$ cat config.mk
export PLATFORM = sky130hd
export DESIGN_NAME = spis_irq_status
export DESIGN_NICKNAME = d
export VERILOG_FILES = /design/src/rtl/spis_pkg.sv /design/src/rtl/spis_irq_status.sv
export SDC_FILE = /design/constraint.sdc
export NUM_CORES = 1
export LEC_CHECK = 0
export ABC_AREA = 1
export BUFFER_PORTS_ARGS = -buffer_cell sky130_fd_sc_hd__buf_2
export CORE_ASPECT_RATIO = 1.75
export CORE_MARGIN = 1
export CORE_UTILIZATION = 44
export CTS_CLUSTER_DIAMETER = 200
export DETAILED_ROUTE_END_ITERATION = 12
export HOLD_SLACK_MARGIN = 0.08
export PLACE_DENSITY = 0.74
export SKIP_LAST_GASP = 1
export SLEW_MARGIN = 20
export SYNTH_ARGS = -nofsm -noshare
export SYNTH_HDL_FRONTEND = slang
export SYNTH_SLANG_ARGS = --single-unit
$ cat constraint.sdc
create_clock -name clk_sys_i -period 0.8 [get_ports clk_sys_i]
set_clock_uncertainty 0.05 [all_clocks]
set_input_delay 0.16 -clock clk_sys_i [delete_from_list [all_inputs] [get_ports clk_sys_i]]
set_output_delay 0.16 -clock clk_sys_i [all_outputs]
set_load 0.02 [all_outputs]
$ cat src/rtl/spis_pkg.sv
package spis_pkg;
  // register byte offsets
  localparam logic [7:0] OFS_CTRL = 8'h00;
  localparam logic [7:0] OFS_ENA_SET = 8'h08;
  localparam logic [7:0] OFS_ENA_CLR = 8'h0c;
  localparam logic [7:0] OFS_ENA_VIEW = 8'h10;
  localparam logic [7:0] OFS_FLAGS = 8'h14;
  // control command bit positions in the control register
  localparam int CMD_CLR_ERR_BIT = 8;
  localparam int CMD_CLR_NON_ACK_FLAG_BIT = 14;
  // status / mask bit positions
  localparam int B_RX_CHAR_AVAILABLE = 0;
  localparam int B_TX_HOLDING_FREE = 1;
  localparam int B_BRK = 2;
  localparam int B_RX_TRANSFER_END = 3;
  localparam int B_TX_TRANSFER_END = 4;
  localparam int B_OVR = 5;
  localparam int B_FRM = 6;
  localparam int B_PAR = 7;
  localparam int B_TMO = 8;
  localparam int B_TXEMP = 9;
  localparam int B_ITER = 10;
  localparam int B_TXBE = 11;
  localparam int B_RXBF = 12;
  localparam int B_NON_ACK_FLAG = 13;
  localparam int B_CTS_CHANGE_FLAG = 19;
  localparam int B_MANLO = 20;
  localparam int B_CTS = 23;
  localparam int B_MAN = 24;
  // writable mask bits and flag bits
  localparam logic [31:0] MASK_BITS = 32'h0118_3fff;
  localparam logic [31:0] ENA_RESET = 32'h0000_0000;
  localparam logic [31:0] FLAG_RESET = 32'h0000_0000;
endpackage : spis_pkg

$ cat src/rtl/spis_irq_status.sv
// Chosen here: strobed register access.
`timescale 1ns/1ps
// Functional notes
// write-only enable register at 0x8, bit n enables source n
// write-only disable register at 0xC, bit n disables source n
// read-only mask view at 0x10, zero after reset
// read-only flag register at 0x14, bits 0..13 share mask positions
// bits 0..4: rx ready, tx ready, break, rx end, tx end
// bits 5..9: overrun, framing, parity, timeout, tx empty
// bits 11..13: tx buffer empty, rx buffer full, non_ack_flag; others unused
// bit 10 is iteration reached, or underrun in spi slave mode
// mask bit 19 is cts change; manchester enables at 20 and 24
// flag 24 sets on manchester error, held until clear-errors command
// flag 23 shows the present cts pin level
// flag 19 sets on cts change, cleared by reading flag register
// flag 13 sets on non_ack_flag, held until clear-non_ack_flag command
// clear-errors clears parity, framing, overrun, manchester, break and iteration together
// overrun, parity and framing flags are sticky until clear-errors
// writing 1 to enable sets mask bit, to disable clears it
// interrupt high while any flag is set with its mask bit set
module spis_irq_status (
  // clock and reset
  input wire logic clk_sys_i,
  input wire logic rst_n_i,
  // register port
  input wire logic [7:0] reg_addr_i,
  input wire logic [31:0] reg_wdata_i,
  input wire logic reg_wr_i,
  input wire logic reg_rd_i,
  output logic [31:0] reg_rdata_o,
  // live levels from the datapath, same clock
  input wire logic rx_char_available_i,
  input wire logic tx_holding_free_i,
  input wire logic rx_transfer_end_i,
  input wire logic tx_transfer_end_i,
  input wire logic rx_timeout_i,
  input wire logic tx_all_drained_i,
  input wire logic tx_dma_buffer_empty_i,
  input wire logic rx_dma_buffer_full_i,
  // one-cycle error events from the datapath, same clock
  input wire logic break_evt_i,
  input wire logic overrun_evt_i,
  input wire logic framing_evt_i,
  input wire logic parity_evt_i,
  input wire logic iter_or_underrun_evt_i,
  input wire logic non_ack_evt_i,
  input wire logic manchester_evt_i,
  // pin from outside
  input wire logic cts_pin_i,
  // interrupt
  output logic irq_o
);

  typedef struct packed {
    logic [31:0] ena;
    logic [31:0] flg;
    logic cts_s1;
    logic cts_s2;
    logic cts_d;
    logic [31:0] rdata;
    logic irq;
  } spis_state_t;

  spis_state_t st_r;
  spis_state_t st_nxt;
  logic [31:0] live_w;
  logic [31:0] view_w;
  logic clr_err_w;
  logic clr_non_ack_flag_w;
  logic rd_flags_w;

  // command and read decode
  assign clr_err_w = reg_wr_i && reg_addr_i == spis_pkg::OFS_CTRL
    && reg_wdata_i[spis_pkg::CMD_CLR_ERR_BIT];
  assign clr_non_ack_flag_w = reg_wr_i && reg_addr_i == spis_pkg::OFS_CTRL
    && reg_wdata_i[spis_pkg::CMD_CLR_NON_ACK_FLAG_BIT];
  assign rd_flags_w = reg_rd_i && reg_addr_i == spis_pkg::OFS_FLAGS;

  // live level bits folded into the flag view
  always_comb begin
    live_w = 32'h0;
    live_w[spis_pkg::B_RX_CHAR_AVAILABLE] = rx_char_available_i;
    live_w[spis_pkg::B_TX_HOLDING_FREE] = tx_holding_free_i;
    live_w[spis_pkg::B_RX_TRANSFER_END] = rx_transfer_end_i;
    live_w[spis_pkg::B_TX_TRANSFER_END] = tx_transfer_end_i;
    live_w[spis_pkg::B_TMO] = rx_timeout_i;
    live_w[spis_pkg::B_TXEMP] = tx_all_drained_i;
    live_w[spis_pkg::B_TXBE] = tx_dma_buffer_empty_i;
    live_w[spis_pkg::B_RXBF] = rx_dma_buffer_full_i;
    live_w[spis_pkg::B_CTS] = st_r.cts_s2;
    view_w = live_w | st_r.flg;
  end

  // next-state logic
  always_comb begin
    st_nxt = st_r;
    st_nxt.cts_s1 = cts_pin_i;
    st_nxt.cts_s2 = st_r.cts_s1;
    st_nxt.cts_d = st_r.cts_s2;
    // mask update: disable first, enable wins a same-cycle conflict
    if (reg_wr_i && reg_addr_i == spis_pkg::OFS_ENA_CLR) begin
      st_nxt.ena = st_r.ena & ~(reg_wdata_i & spis_pkg::MASK_BITS);
    end
    if (reg_wr_i && reg_addr_i == spis_pkg::OFS_ENA_SET) begin
      st_nxt.ena = st_r.ena | (reg_wdata_i & spis_pkg::MASK_BITS);
    end
    // clears first, so that a same-cycle event wins
    if (clr_err_w) begin
      st_nxt.flg[spis_pkg::B_PAR] = 1'b0;
      st_nxt.flg[spis_pkg::B_FRM] = 1'b0;
      st_nxt.flg[spis_pkg::B_OVR] = 1'b0;
      st_nxt.flg[spis_pkg::B_MAN] = 1'b0;
      st_nxt.flg[spis_pkg::B_BRK] = 1'b0;
      st_nxt.flg[spis_pkg::B_ITER] = 1'b0;
    end
    if (clr_non_ack_flag_w) begin
      st_nxt.flg[spis_pkg::B_NON_ACK_FLAG] = 1'b0;
    end
    if (rd_flags_w) begin
      st_nxt.flg[spis_pkg::B_CTS_CHANGE_FLAG] = 1'b0;
    end
    // sticky sets
    if (break_evt_i) st_nxt.flg[spis_pkg::B_BRK] = 1'b1;
    if (overrun_evt_i) st_nxt.flg[spis_pkg::B_OVR] = 1'b1;
    if (framing_evt_i) st_nxt.flg[spis_pkg::B_FRM] = 1'b1;
    if (parity_evt_i) st_nxt.flg[spis_pkg::B_PAR] = 1'b1;
    if (iter_or_underrun_evt_i) st_nxt.flg[spis_pkg::B_ITER] = 1'b1;
    if (non_ack_evt_i) st_nxt.flg[spis_pkg::B_NON_ACK_FLAG] = 1'b1;
    if (manchester_evt_i) st_nxt.flg[spis_pkg::B_MAN] = 1'b1;
    if (st_r.cts_s2 != st_r.cts_d) st_nxt.flg[spis_pkg::B_CTS_CHANGE_FLAG] = 1'b1;
    // read data, valid the cycle after the strobe
    st_nxt.rdata = 32'h0;
    if (reg_rd_i) begin
      case (reg_addr_i)
        spis_pkg::OFS_ENA_VIEW: st_nxt.rdata = st_r.ena;
        spis_pkg::OFS_FLAGS: st_nxt.rdata = view_w;
        default: st_nxt.rdata = 32'h0;
      endcase
    end
    // interrupt: flag bit with its mask; mask 20 and 24 both gate manchester
    st_nxt.irq = |((view_w | {7'h0, view_w[spis_pkg::B_MAN], 24'h0} >> 4) & st_r.ena)
      || (view_w[spis_pkg::B_MAN] && st_r.ena[spis_pkg::B_MANLO]);
  end

  // state register
  always_ff @(posedge clk_sys_i or negedge rst_n_i) begin
    if (!rst_n_i) begin
      st_r.ena <= spis_pkg::ENA_RESET;
      st_r.flg <= spis_pkg::FLAG_RESET;
      st_r.cts_s1 <= 1'b0;
      st_r.cts_s2 <= 1'b0;
      st_r.cts_d <= 1'b0;
      st_r.rdata <= 32'h0;
      st_r.irq <= 1'b0;
    end else begin
      st_r <= st_nxt;
    end
  end

  assign reg_rdata_o = st_r.rdata;
  assign irq_o = st_r.irq;

  // checks: mask after reset
  a_mask_reset_zero: assert property (
    @(posedge clk_sys_i) $rose(rst_n_i) |-> st_r.ena == 32'h0)
    else $error("mask not zero after reset");

  // checks: enable register sets mask bits
  a_enable_sets_mask: assert property (@(posedge clk_sys_i) disable iff (!rst_n_i)
    reg_wr_i && reg_addr_i == spis_pkg::OFS_ENA_SET && reg_wdata_i[spis_pkg::B_PAR]
    |=> st_r.ena[spis_pkg::B_PAR])
    else $error("enable write lost");
  a_enable_sets_rx_char_available: assert property (@(posedge clk_sys_i) disable iff (!rst_n_i)
    reg_wr_i && reg_addr_i == spis_pkg::OFS_ENA_SET && reg_wdata_i[spis_pkg::B_RX_CHAR_AVAILABLE]
    |=> st_r.ena[spis_pkg::B_RX_CHAR_AVAILABLE])
    else $error("rx ready enable lost");
  a_enable_sets_non_ack_flag: assert property (@(posedge clk_sys_i) disable iff (!rst_n_i)
    reg_wr_i && reg_addr_i == spis_pkg::OFS_ENA_SET && reg_wdata_i[spis_pkg::B_NON_ACK_FLAG]
    |=> st_r.ena[spis_pkg::B_NON_ACK_FLAG])
    else $error("non_ack_flag enable lost");
  a_enable_sets_cts: assert property (@(posedge clk_sys_i) disable iff (!rst_n_i)
    reg_wr_i && reg_addr_i == spis_pkg::OFS_ENA_SET && reg_wdata_i[spis_pkg::B_CTS_CHANGE_FLAG]
    |=> st_r.ena[spis_pkg::B_CTS_CHANGE_FLAG])
    else $error("cts change enable lost");
  a_enable_sets_manlo: assert property (@(posedge clk_sys_i) disable iff (!rst_n_i)
    reg_wr_i && reg_addr_i == spis_pkg::OFS_ENA_SET && reg_wdata_i[spis_pkg::B_MANLO]
    |=> st_r.ena[spis_pkg::B_MANLO])
    else $error("manchester low enable lost");
  a_enable_sets_manhi: assert property (@(posedge clk_sys_i) disable iff (!rst_n_i)
    reg_wr_i && reg_addr_i == spis_pkg::OFS_ENA_SET && reg_wdata_i[spis_pkg::B_MAN]
    |=> st_r.ena[spis_pkg::B_MAN])
    else $error("manchester high enable lost");

  // checks: disable register clears mask bits
  a_disable_clears_mask: assert property (@(posedge clk_sys_i) disable iff (!rst_n_i)
    reg_wr_i && reg_addr_i == spis_pkg::OFS_ENA_CLR && reg_wdata_i[spis_pkg::B_PAR]
    |=> !st_r.ena[spis_pkg::B_PAR])
    else $error("disable write lost");
  a_disable_rx_char_available: assert property (@(posedge clk_sys_i) disable iff (!rst_n_i)
    reg_wr_i && reg_addr_i == spis_pkg::OFS_ENA_CLR && reg_wdata_i[spis_pkg::B_RX_CHAR_AVAILABLE]
    |=> !st_r.ena[spis_pkg::B_RX_CHAR_AVAILABLE])
    else $error("rx ready disable lost");
  a_disable_non_ack_flag: assert property (@(posedge clk_sys_i) disable iff (!rst_n_i)
    reg_wr_i && reg_addr_i == spis_pkg::OFS_ENA_CLR && reg_wdata_i[spis_pkg::B_NON_ACK_FLAG]
    |=> !st_r.ena[spis_pkg::B_NON_ACK_FLAG])
    else $error("non_ack_flag disable lost");
  a_disable_cts: assert property (@(posedge clk_sys_i) disable iff (!rst_n_i)
    reg_wr_i && reg_addr_i == spis_pkg::OFS_ENA_CLR && reg_wdata_i[spis_pkg::B_CTS_CHANGE_FLAG]
    |=> !st_r.ena[spis_pkg::B_CTS_CHANGE_FLAG])
    else $error("cts change disable lost");
  a_disable_manlo: assert property (@(posedge clk_sys_i) disable iff (!rst_n_i)
    reg_wr_i && reg_addr_i == spis_pkg::OFS_ENA_CLR && reg_wdata_i[spis_pkg::B_MANLO]
    |=> !st_r.ena[spis_pkg::B_MANLO])
    else $error("manchester low disable lost");
  a_disable_manhi: assert property (@(posedge clk_sys_i) disable iff (!rst_n_i)
    reg_wr_i && reg_addr_i == spis_pkg::OFS_ENA_CLR && reg_wdata_i[spis_pkg::B_MAN]
    |=> !st_r.ena[spis_pkg::B_MAN])
    else $error("manchester high disable lost");

  // checks: zero bits and other writes leave the mask alone
  a_zero_write_keeps: assert property (@(posedge clk_sys_i) disable iff (!rst_n_i)
    reg_wr_i && reg_addr_i == spis_pkg::OFS_ENA_SET && !reg_wdata_i[spis_pkg::B_OVR]
    |=> st_r.ena[spis_pkg::B_OVR] == $past(st_r.ena[spis_pkg::B_OVR]))
    else $error("zero write changed mask");
  a_zero_clear_keeps: assert property (@(posedge clk_sys_i) disable iff (!rst_n_i)
    reg_wr_i && reg_addr_i == spis_pkg::OFS_ENA_CLR && !reg_wdata_i[spis_pkg::B_OVR]
    |=> st_r.ena[spis_pkg::B_OVR] == $past(st_r.ena[spis_pkg::B_OVR]))
    else $error("zero disable changed mask");
  a_mask_only_by_write: assert property (@(posedge clk_sys_i) disable iff (!rst_n_i)
    !(reg_wr_i && (reg_addr_i == spis_pkg::OFS_ENA_SET || reg_addr_i == spis_pkg::OFS_ENA_CLR))
    |=> $stable(st_r.ena))
    else $error("mask changed without write");
  a_mask_unused_zero: assert property (@(posedge clk_sys_i) disable iff (!rst_n_i)
    (st_r.ena & ~spis_pkg::MASK_BITS) == 32'h0)
    else $error("unused mask bit set");

  // checks: error events set their flags
  a_break_sets: assert property (@(posedge clk_sys_i) disable iff (!rst_n_i)
    break_evt_i
    |=> st_r.flg[spis_pkg::B_BRK])
    else $error("break flag missed");
  a_overrun_sets: assert property (@(posedge clk_sys_i) disable iff (!rst_n_i)
    overrun_evt_i
    |=> st_r.flg[spis_pkg::B_OVR])
    else $error("overrun flag missed");
  a_framing_sets: assert property (@(posedge clk_sys_i) disable iff (!rst_n_i)
    framing_evt_i
    |=> st_r.flg[spis_pkg::B_FRM])
    else $error("framing flag missed");
  a_parity_sets: assert property (@(posedge clk_sys_i) disable iff (!rst_n_i)
    parity_evt_i
    |=> st_r.flg[spis_pkg::B_PAR])
    else $error("parity flag missed");
  a_iter_sets: assert property (@(posedge clk_sys_i) disable iff (!rst_n_i)
    iter_or_underrun_evt_i
    |=> st_r.flg[spis_pkg::B_ITER])
    else $error("iteration flag missed");
  a_non_ack_flag_sets: assert property (@(posedge clk_sys_i) disable iff (!rst_n_i)
    non_ack_evt_i
    |=> st_r.flg[spis_pkg::B_NON_ACK_FLAG])
    else $error("non_ack_flag flag missed");
  a_manchester_sets: assert property (@(posedge clk_sys_i) disable iff (!rst_n_i)
    manchester_evt_i
    |=> st_r.flg[spis_pkg::B_MAN])
    else $error("manchester flag missed");
  a_set_beats_clear: assert property (@(posedge clk_sys_i) disable iff (!rst_n_i)
    clr_err_w && parity_evt_i
    |=> st_r.flg[spis_pkg::B_PAR])
    else $error("parity lost to clear");

  // checks: sticky flags hold until their clear command
  a_overrun_sticky: assert property (@(posedge clk_sys_i) disable iff (!rst_n_i)
    overrun_evt_i ##1 !clr_err_w [*3]
    |=> st_r.flg[spis_pkg::B_OVR])
    else $error("overrun not sticky");
  a_overrun_kept: assert property (@(posedge clk_sys_i) disable iff (!rst_n_i)
    st_r.flg[spis_pkg::B_OVR] && !clr_err_w
    |=> st_r.flg[spis_pkg::B_OVR])
    else $error("overrun flag lost");
  a_framing_kept: assert property (@(posedge clk_sys_i) disable iff (!rst_n_i)
    st_r.flg[spis_pkg::B_FRM] && !clr_err_w
    |=> st_r.flg[spis_pkg::B_FRM])
    else $error("framing flag lost");
  a_parity_kept: assert property (@(posedge clk_sys_i) disable iff (!rst_n_i)
    st_r.flg[spis_pkg::B_PAR] && !clr_err_w
    |=> st_r.flg[spis_pkg::B_PAR])
    else $error("parity flag lost");
  a_break_kept: assert property (@(posedge clk_sys_i) disable iff (!rst_n_i)
    st_r.flg[spis_pkg::B_BRK] && !clr_err_w
    |=> st_r.flg[spis_pkg::B_BRK])
    else $error("break flag lost");
  a_manchester_kept: assert property (@(posedge clk_sys_i) disable iff (!rst_n_i)
    st_r.flg[spis_pkg::B_MAN] && !clr_err_w
    |=> st_r.flg[spis_pkg::B_MAN])
    else $error("manchester flag lost");
  a_iter_kept: assert property (@(posedge clk_sys_i) disable iff (!rst_n_i)
    st_r.flg[spis_pkg::B_ITER] && !clr_err_w
    |=> st_r.flg[spis_pkg::B_ITER])
    else $error("iteration flag lost");
  a_non_ack_flag_kept: assert property (@(posedge clk_sys_i) disable iff (!rst_n_i)
    st_r.flg[spis_pkg::B_NON_ACK_FLAG] && !clr_non_ack_flag_w
    |=> st_r.flg[spis_pkg::B_NON_ACK_FLAG])
    else $error("non_ack_flag flag lost");

  // checks: clear commands
  a_clear_errors: assert property (@(posedge clk_sys_i) disable iff (!rst_n_i)
    clr_err_w && !parity_evt_i && !manchester_evt_i
    |=> !st_r.flg[spis_pkg::B_PAR] && !st_r.flg[spis_pkg::B_MAN])
    else $error("clear errors failed");
  a_clear_errors_rest: assert property (@(posedge clk_sys_i) disable iff (!rst_n_i)
    clr_err_w && !overrun_evt_i && !framing_evt_i && !break_evt_i
    |=> !st_r.flg[spis_pkg::B_OVR] && !st_r.flg[spis_pkg::B_FRM] && !st_r.flg[spis_pkg::B_BRK])
    else $error("clear errors left a flag");
  a_clear_keeps_non_ack_flag: assert property (@(posedge clk_sys_i) disable iff (!rst_n_i)
    clr_err_w && !clr_non_ack_flag_w && st_r.flg[spis_pkg::B_NON_ACK_FLAG]
    |=> st_r.flg[spis_pkg::B_NON_ACK_FLAG])
    else $error("clear errors hit non_ack_flag");
  a_clear_non_ack_flag: assert property (@(posedge clk_sys_i) disable iff (!rst_n_i)
    clr_non_ack_flag_w && !non_ack_evt_i
    |=> !st_r.flg[spis_pkg::B_NON_ACK_FLAG])
    else $error("clear non_ack_flag failed");
  a_clear_non_ack_flag_keeps: assert property (@(posedge clk_sys_i) disable iff (!rst_n_i)
    clr_non_ack_flag_w && !clr_err_w && st_r.flg[spis_pkg::B_PAR]
    |=> st_r.flg[spis_pkg::B_PAR])
    else $error("clear non_ack_flag hit parity");

  // checks: cts image and change flag
  a_cts_change_sets: assert property (@(posedge clk_sys_i) disable iff (!rst_n_i)
    st_r.cts_s2 != st_r.cts_d
    |=> st_r.flg[spis_pkg::B_CTS_CHANGE_FLAG])
    else $error("cts change missed");
  a_cts_read_clear: assert property (@(posedge clk_sys_i) disable iff (!rst_n_i)
    rd_flags_w && st_r.cts_s2 == st_r.cts_d
    |=> !st_r.flg[spis_pkg::B_CTS_CHANGE_FLAG])
    else $error("cts change not cleared by read");
  a_cts_change_kept: assert property (@(posedge clk_sys_i) disable iff (!rst_n_i)
    st_r.flg[spis_pkg::B_CTS_CHANGE_FLAG] && !rd_flags_w
    |=> st_r.flg[spis_pkg::B_CTS_CHANGE_FLAG])
    else $error("cts change flag lost");
  a_cts_image: assert property (@(posedge clk_sys_i) disable iff (!rst_n_i)
    rd_flags_w
    |=> reg_rdata_o[spis_pkg::B_CTS] == $past(st_r.cts_s2))
    else $error("cts image wrong");

  // checks: read data
  a_rdata_idle_zero: assert property (@(posedge clk_sys_i) disable iff (!rst_n_i)
    !reg_rd_i
    |=> reg_rdata_o == 32'h0)
    else $error("read data without read");
  a_mask_read: assert property (@(posedge clk_sys_i) disable iff (!rst_n_i)
    reg_rd_i && reg_addr_i == spis_pkg::OFS_ENA_VIEW
    |=> reg_rdata_o == $past(st_r.ena))
    else $error("mask read wrong");
  a_set_reads_zero: assert property (@(posedge clk_sys_i) disable iff (!rst_n_i)
    reg_rd_i && reg_addr_i == spis_pkg::OFS_ENA_SET
    |=> reg_rdata_o == 32'h0)
    else $error("enable register readable");
  a_clr_reads_zero: assert property (@(posedge clk_sys_i) disable iff (!rst_n_i)
    reg_rd_i && reg_addr_i == spis_pkg::OFS_ENA_CLR
    |=> reg_rdata_o == 32'h0)
    else $error("disable register readable");
  a_flags_read_sticky: assert property (@(posedge clk_sys_i) disable iff (!rst_n_i)
    rd_flags_w
    |=> (reg_rdata_o & $past(st_r.flg)) == $past(st_r.flg))
    else $error("sticky flag missing from read");
  a_flags_unused_zero: assert property (@(posedge clk_sys_i) disable iff (!rst_n_i)
    rd_flags_w
    |=> (reg_rdata_o & 32'hfe77_c000) == 32'h0)
    else $error("unused flag bit set");
  a_live_tx_free: assert property (@(posedge clk_sys_i) disable iff (!rst_n_i)
    rd_flags_w
    |=> reg_rdata_o[spis_pkg::B_TX_HOLDING_FREE] == $past(tx_holding_free_i))
    else $error("tx ready level wrong");
  a_live_timeout: assert property (@(posedge clk_sys_i) disable iff (!rst_n_i)
    rd_flags_w
    |=> reg_rdata_o[spis_pkg::B_TMO] == $past(rx_timeout_i))
    else $error("timeout level wrong");
  a_live_rx_full: assert property (@(posedge clk_sys_i) disable iff (!rst_n_i)
    rd_flags_w
    |=> reg_rdata_o[spis_pkg::B_RXBF] == $past(rx_dma_buffer_full_i))
    else $error("rx buffer full level wrong");

  // checks: interrupt output
  a_irq_follows: assert property (@(posedge clk_sys_i) disable iff (!rst_n_i)
    st_r.flg[spis_pkg::B_NON_ACK_FLAG] && st_r.ena[spis_pkg::B_NON_ACK_FLAG]
    |=> irq_o)
    else $error("irq not raised");
  a_irq_live: assert property (@(posedge clk_sys_i) disable iff (!rst_n_i)
    rx_char_available_i && st_r.ena[spis_pkg::B_RX_CHAR_AVAILABLE]
    |=> irq_o)
    else $error("irq missed live source");
  a_irq_cts: assert property (@(posedge clk_sys_i) disable iff (!rst_n_i)
    st_r.flg[spis_pkg::B_CTS_CHANGE_FLAG] && st_r.ena[spis_pkg::B_CTS_CHANGE_FLAG]
    |=> irq_o)
    else $error("irq missed cts change");
  a_irq_man_lo: assert property (@(posedge clk_sys_i) disable iff (!rst_n_i)
    st_r.flg[spis_pkg::B_MAN] && st_r.ena[spis_pkg::B_MANLO]
    |=> irq_o)
    else $error("irq missed manchester low enable");
  a_irq_man_hi: assert property (@(posedge clk_sys_i) disable iff (!rst_n_i)
    st_r.flg[spis_pkg::B_MAN] && st_r.ena[spis_pkg::B_MAN]
    |=> irq_o)
    else $error("irq missed manchester high enable");
  a_irq_low_masked: assert property (@(posedge clk_sys_i) disable iff (!rst_n_i)
    st_r.ena == 32'h0
    |=> !irq_o)
    else $error("irq high with empty mask");

  // main scenarios reached
  c_irq_rise: cover property (@(posedge clk_sys_i) $rose(irq_o));
  c_clear_errors: cover property (@(posedge clk_sys_i) clr_err_w && st_r.flg[spis_pkg::B_OVR]);
  c_cts_read: cover property (@(posedge clk_sys_i) rd_flags_w && st_r.flg[spis_pkg::B_CTS_CHANGE_FLAG]);
  c_mask_write: cover property (@(posedge clk_sys_i) reg_wr_i
    && reg_addr_i == spis_pkg::OFS_ENA_SET);
  c_manchester_irq: cover property (@(posedge clk_sys_i) st_r.flg[spis_pkg::B_MAN] && irq_o);

endmodule : spis_irq_status

==> metrics, run 1 <==
status complete, but fails checks; failing checks DRC, setup timing; Setup WS post-layout -0.280 ns; largest cells by area after synthesis dfrtp_1 49%, nand3_1 15%, nand2_1 13%; Worst Path Buf+Inv 0; EDFF count, synth 0; largest net degree at the start of global routing 22; port buffer count 64; cells on worst reg2reg path 4; P_int 3.48 mW; Iteration-0 DRC Markers between 70 and 80; Worst Hold End reg_rdata_o[1]; Gate power share 20.1%; total power 4.85 mW; FF-to-FF End irq_o; DRT Pass-1 Iters 8; CTS tree built; total gr overflow 0; drt total wl approximately 7.3 mm; Final Cycle Share 135%; highest ir drop seen on vdd 0.000665 V; Crit-path slowest cell dfrtp_1; Residual DRC 3; Required @ worst endpoint 0.94 ns; Fin. Hold Viols 0; Die Wd about 58 um; max_cap viols 0; Initial Utilization 45.7%; Worst Path Max Fanout 2; Clock Power Share between 20% and 30%; Netlist cell types 21; Top Family by Delay on Critical Path simple AND/OR/NAND/NOR gates; initial antenna violation count 0; Core Area 0.00526 mm^2; first-pass GRT wire length ~10 mm; reg-to-reg slack, setup -0.28 ns; hold bufs inserted after CTS 12; Final Setup Violations between 50 and 60; RSZ-0062 raised after global routing true; share of layout cells above drive strength 1 53.4%; Clock Pin Slew Worst Setup and Hold Paths 0.08 ns; CP startpoint kind flop; Rows 35; Final Util around three quarters; clk buf depth 2; vias in the first global route between 2000 and 2500; Hold Path Stages 3; Worst-Skew Late Latency ~0.30 ns; H-tree levels 2; ys flop type dfrtp_1; Area Growth Syn to Fin 66.7%; Num Clock Sinks 47; async set-reset flop share out of synthesis 100%; R2R Path Start st_r[46]; most frequent CP cell nand3_1; slowest stage delay, CP approximately 0.43 ns; min-delay src tx_holding_free_i; cell count along the critical path 4; switching share of power between 20% and 30%; Peak Freq slightly above 0.9 GHz; Vias approximately 2400; CP Capture Type flop; final hold slack roughly 0.058 ns; GPL Wtd Cong ~0.83; top-area cell type share of the netlist area about half; Final nets approximately 450; hpwl dp ~4.3 mm; minimum period implied by the final worst setup slack roughly 1.1 ns; # diodes 0; Hold Path Class input pin to flop; gr usage total between 20% and 30%; I/O pin count 93; cell taking the most area after synthesis dfrtp_1; arrival time at the worst endpoint about 1.2 ns; max-slew violation count 0; sequential-to-total area share from yosys stat between 40% and 50%; sw power around 1.4 mW; Flop pwr share 51.2%; die area 0.00577 mm^2; Cell Chain, Critical Path nand2_1 > nand3_1 > nor2_1 > nand3_1; leakage slightly below 2 nW; Ys Warns 0; Mapped Avg Cell Area 8.46 um^2; Vias/cell approximately 5.3; Routed WL per cell around 16 um; die height between 90 and 100 um; post-route ant nets 0; Root Buffer clkbuf_8; Synth Register Bits 47; Cell Area, Synth 0.00240 mm^2; pwr dens ~1200 mW/mm^2; crit path kind flop to flop; TNS Setup -6.32 ns; Cells after Synth 284; CTS buffer count 5
-- how the worst max path moves through the flow --
stage / slack, ns / end / start
CTS: -0.24 / irq_o / irq_o
global placement: -0.35 / st_r[38] / reg_addr_i[5]
finish: -0.28 / irq_o / st_r[46]
floorplan: -0.15 / flop / reg_addr_i[5]
detailed placement: -0.40 / st_r[38] / reg_addr_i[5]
global route: -0.31 / irq_o / flop
-- metal layers --
metal	vias up	share of wire, %	global-route usage (%)
met5	-	0	0
met4	0	2.2	11.2
met3	17	3.9	2.47
met2	96	59	41.1
met1	1162	35	25.3
li1	1089	-	-
-- worst min-delay path, cell delays in order --
cell     delay, ns
buf_2         0.11
nand3_2       0.06
nand2_1       0.04
-- stage by stage --
step,area [um^2],setup WS (ns),std cells
after floorplan,2630,-0.146,297
after CTS,3570,-0.240,443
after detailed placement,3140,-0.400,421
after global placement,3140,-0.350,421
final,4010,-0.280,450
after global routing,4010,-0.306,450
-- layout by cell type, fill, tap and decap left out, types with 2 or more instances in the layout --
cell / count
nand2_1: 69
buf_6: 48
dfrtp_1: 47
nand3_2: 42
buf_2: 40
nand3_1: 27
buf_4: 15
nand2_2: 14
conb_1: 14
dlygate4sd3_1: 11
buf_12: 10
inv_1: 8
nor2_4: 7
nand3_4: 6
clkbuf_8: 5
inv_4: 3
nand2_4: 3
nor2_1: 3
clkinv_2: 3
clkbuf_16: 3
inv_16: 2
clkbuf_4: 2
-- final cells by class --
class                   count  area (um^2)
repair buffers            131         1290
clock buffers               5         68.8
well taps                  55         68.8
multi-input cells         193         1260
clock inverters             3         15.0
flip-flops and latches     47         1180
fillers                   298         1250
inverters                  16          120
-- kinds of logic (layout without fill, tap and decap cells) --
| logic type | count (synthesis) | count (layout) | synth area share, % |
|---|---|---|---|
| other cells | 1 | 14 | 0.156 |
| compound gates | 2 | 2 | 0.416 |
| buf+inv | 57 | 155 | 15.5 |
| simple gates | 176 | 176 | 34.6 |
| xor+xnor | 1 | 1 | 0.365 |
| flops | 47 | 47 | 49.0 |
-- timing repair --
action / CTS / global route
endpoints found under the setup margin: 60 / 62
gates cloned: 1 / 3
hold endpoints to repair: 75 / 6
setup buffers: 2 / 12
pin swaps: 16 / 59
resized for setup: 62 / 78
-- power by group through the flow --
stage               Sequential, mW  Combinational [mW]  Clock, mW
global placement              2.52               0.720          0
CTS                           2.48               0.839       1.37
detailed placement            2.52               0.733          0
floorplan                     2.55               0.349          0
global route                  2.49                1.04       1.50
finish                        2.48               0.973       1.40
-- cell usage after synthesis, types with 2 or more instances --
cell type / n
nand3_1: 73
dfrtp_1: 47
inv_1: 10
buf_2: 4
nand2_1: 83
inv_2: 5
nor2_4: 5
nand2_2: 4
nand3_2: 2
nor2_1: 5
buf_6: 3
buf_4: 34
Power figures use the tool's default switching activity.
==> run 2: changes to the inputs <==
--- a/config.mk
+++ b/config.mk
@@ -9,11 +9,12 @@
 export BUFFER_PORTS_ARGS = -buffer_cell sky130_fd_sc_hd__buf_2
 export CORE_ASPECT_RATIO = 1.75
 export CORE_MARGIN = 1
-export CORE_UTILIZATION = 44
+export CORE_UTILIZATION = 46
+export CTS_BUF_LIST = sky130_fd_sc_hd__clkbuf_4 sky130_fd_sc_hd__clkbuf_8
 export CTS_CLUSTER_DIAMETER = 200
 export DETAILED_ROUTE_END_ITERATION = 12
 export HOLD_SLACK_MARGIN = 0.08
-export PLACE_DENSITY = 0.74
+export PLACE_DENSITY = 0.84
 export SKIP_LAST_GASP = 1
 export SLEW_MARGIN = 20
 export SYNTH_ARGS = -nofsm -noshare
==> metrics, run 2 (synthesis results as in run 1) <==
status complete, but fails checks; failing checks setup timing; Vias 2509 (+6.1%); hpwl dp 4.18 mm (-3.3%); total power 4.89 mW (+0.79%); final hold slack 0.0539 ns (-0.00376 ns); Required @ worst endpoint 0.59 ns (-0.35 ns); Root Buffer clkbuf_8; leakage 1.95 nW (-0.35%); Residual DRC 0 (-3); die area 0.00553 mm^2 (-4.2%); Crit-path slowest cell dfrtp_1; share of layout cells above drive strength 1 56.0% (+2.6 points); gr usage total 27.5% (+4.8 points); I/O pin count 93 (unchanged); Worst Path Buf+Inv 1 (+1); max-slew violation count 0 (unchanged); Die Wd 56.6 um (-2.1%); port buffer count 64 (unchanged); CP Capture Type output pin; Core Area 0.00498 mm^2 (-5.3%); largest net degree at the start of global routing 48 (+120%); H-tree levels 2 (unchanged); FF-to-FF End irq_o; Filler cells 270 (-9.4%); Vias/cell 5.61 (+6.8%); Initial Utilization 48.3% (+2.6 points); initial antenna violation count 0 (unchanged); most common cell after layout, fill and taps aside nand2_1; Area after DPL 0.00307 mm^2 (-2.1%); vias in the first global route 2453 (+8.8%); design area 0.00402 mm^2 (+0.47%); dpl cells 413 (-1.9%); TNS Setup -8.94 ns (-2.62 ns); total gr overflow 0 (unchanged); Setup WS post-layout -0.252 ns (+0.0279 ns); Final Util 80.8% (+4.6 points); Cell Chain, Critical Path buf_6; RSZ-0062 raised after global routing true; max_cap viols 0 (unchanged); slowest stage delay, CP 0.40 ns (-0.03 ns); DRT Pass-1 Iters 4 (-4); hold bufs inserted after CTS 9 (-3); crit path kind flop to output pin; Worst-Skew Late Latency 0.31 ns (about the same); Final Cycle Share 131% (-3.5 points); Iteration-0 DRC Markers 106 (+47%); Clock Pin Slew Worst Setup and Hold Paths 0.09 ns (about the same); reg-to-reg slack, setup -0.25 ns (+0.03 ns); most frequent cells in the layout 62 x nand2_1, 47 x dfrtp_1, 40 x nand3_2, 40 x buf_2, 38 x buf_6; Rows 34 (-2.9%); Final Setup Violations 63 (+24%); drt total wl 8.41 mm (+15%); Hold Path Stages 3 (unchanged); minimum period implied by the final worst setup slack 1.05 ns (-0.0279 ns); cells on worst reg2reg path 4 (unchanged); Peak Freq 0.951 GHz (+2.6%); Area Growth Syn to Fin 67.5%; Routed WL per cell 18.8 um (+16%); Worst Hold End reg_rdata_o[11]; arrival time at the worst endpoint 0.84 ns (-0.38 ns); clk buf depth 2 (unchanged); die height 97.6 um (-2.2%); Worst Path Max Fanout 1 (-1); first-pass GRT wire length 11.6 mm (+16%); GPL Wtd Cong 0.883 (+6.5%); Num Clock Sinks 47 (unchanged); Fin. Hold Viols 0 (unchanged); highest ir drop seen on vdd 0.00167 V (+150%); post-route ant nets 0 (unchanged); Final nets 454 (unchanged); CP startpoint kind flop; pwr dens 1220 mW/mm^2 (+0.32%); CTS buffer count 5 (unchanged); Top Family by Delay on Critical Path flip-flops; worst slack at placement -0.415 ns (-0.0144 ns); CTS tree built; min-delay src tx_dma_buffer_empty_i; # diodes 0 (unchanged); beginning of the critical path reg_rdata_o[1]; Hold Path Class input pin to flop; Cell Count, Final, Fillers Out 447 (-0.67%)
-- run 2: cell types whose count changed in the layout (fill, tap and decap cells not counted), moves of 3 or more --
cell | previous run | this run
nand2_1 | 69 | 62
buf_6 | 48 | 38
buf_8 | 0 | 4
clkinv_2 | 3 | 0
nand2_2 | 14 | 21
buf_4 | 15 | 25
-- run 2: routing by layer --
layer	share of wire (%)	global-route usage, %	vias to the layer above
met4	6.2	17.1	0
met5	0	0	-
li1	-	-	1088
met3	5.8	3.60	44
met1	33	30.2	1210
met2	55	48.3	167
-- run 2: how the worst max path moves through the flow --
stage                     endpoint  depth (start not counted)  slack, ns
global placement          st_r[38]                          7      -0.34
finish              reg_rdata_o[1]                          1      -0.25
detailed placement        st_r[46]                          7      -0.41
CTS                 reg_rdata_o[2]                          1      -0.23
global route                 irq_o                          4      -0.27
floorplan                     flop                          7      -0.15
-- run 2: layout make-up --
| type | instances | area [um^2] | area share, % |
|---|---|---|---|
| clock buffer | 6 | 76.3 | 1.90 |
| tap | 54 | 67.6 | 1.68 |
| timing repair buffer | 131 | 1290 | 32.0 |
| inverter | 16 | 120 | 2.99 |
| sequential | 47 | 1180 | 29.2 |
| multi-input combinational | 193 | 1300 | 32.2 |
-- run 2: report_power, final --
part / switching, mW / internal (mW)
registers: 0.0452 / 2.44
logic: 0.554 / 0.441
clock network: 0.792 / 0.619
total: 1.39 / 3.50
-- run 2: repair_timing --
item / in CTS / in global routing
gates cloned: 3 / 5
endpoints found under the setup margin: 60 / 63
setup buffers: 13 / 5
resized for setup: 89 / 61
pin swaps: 46 / 51
hold endpoints to repair: 71 / 7
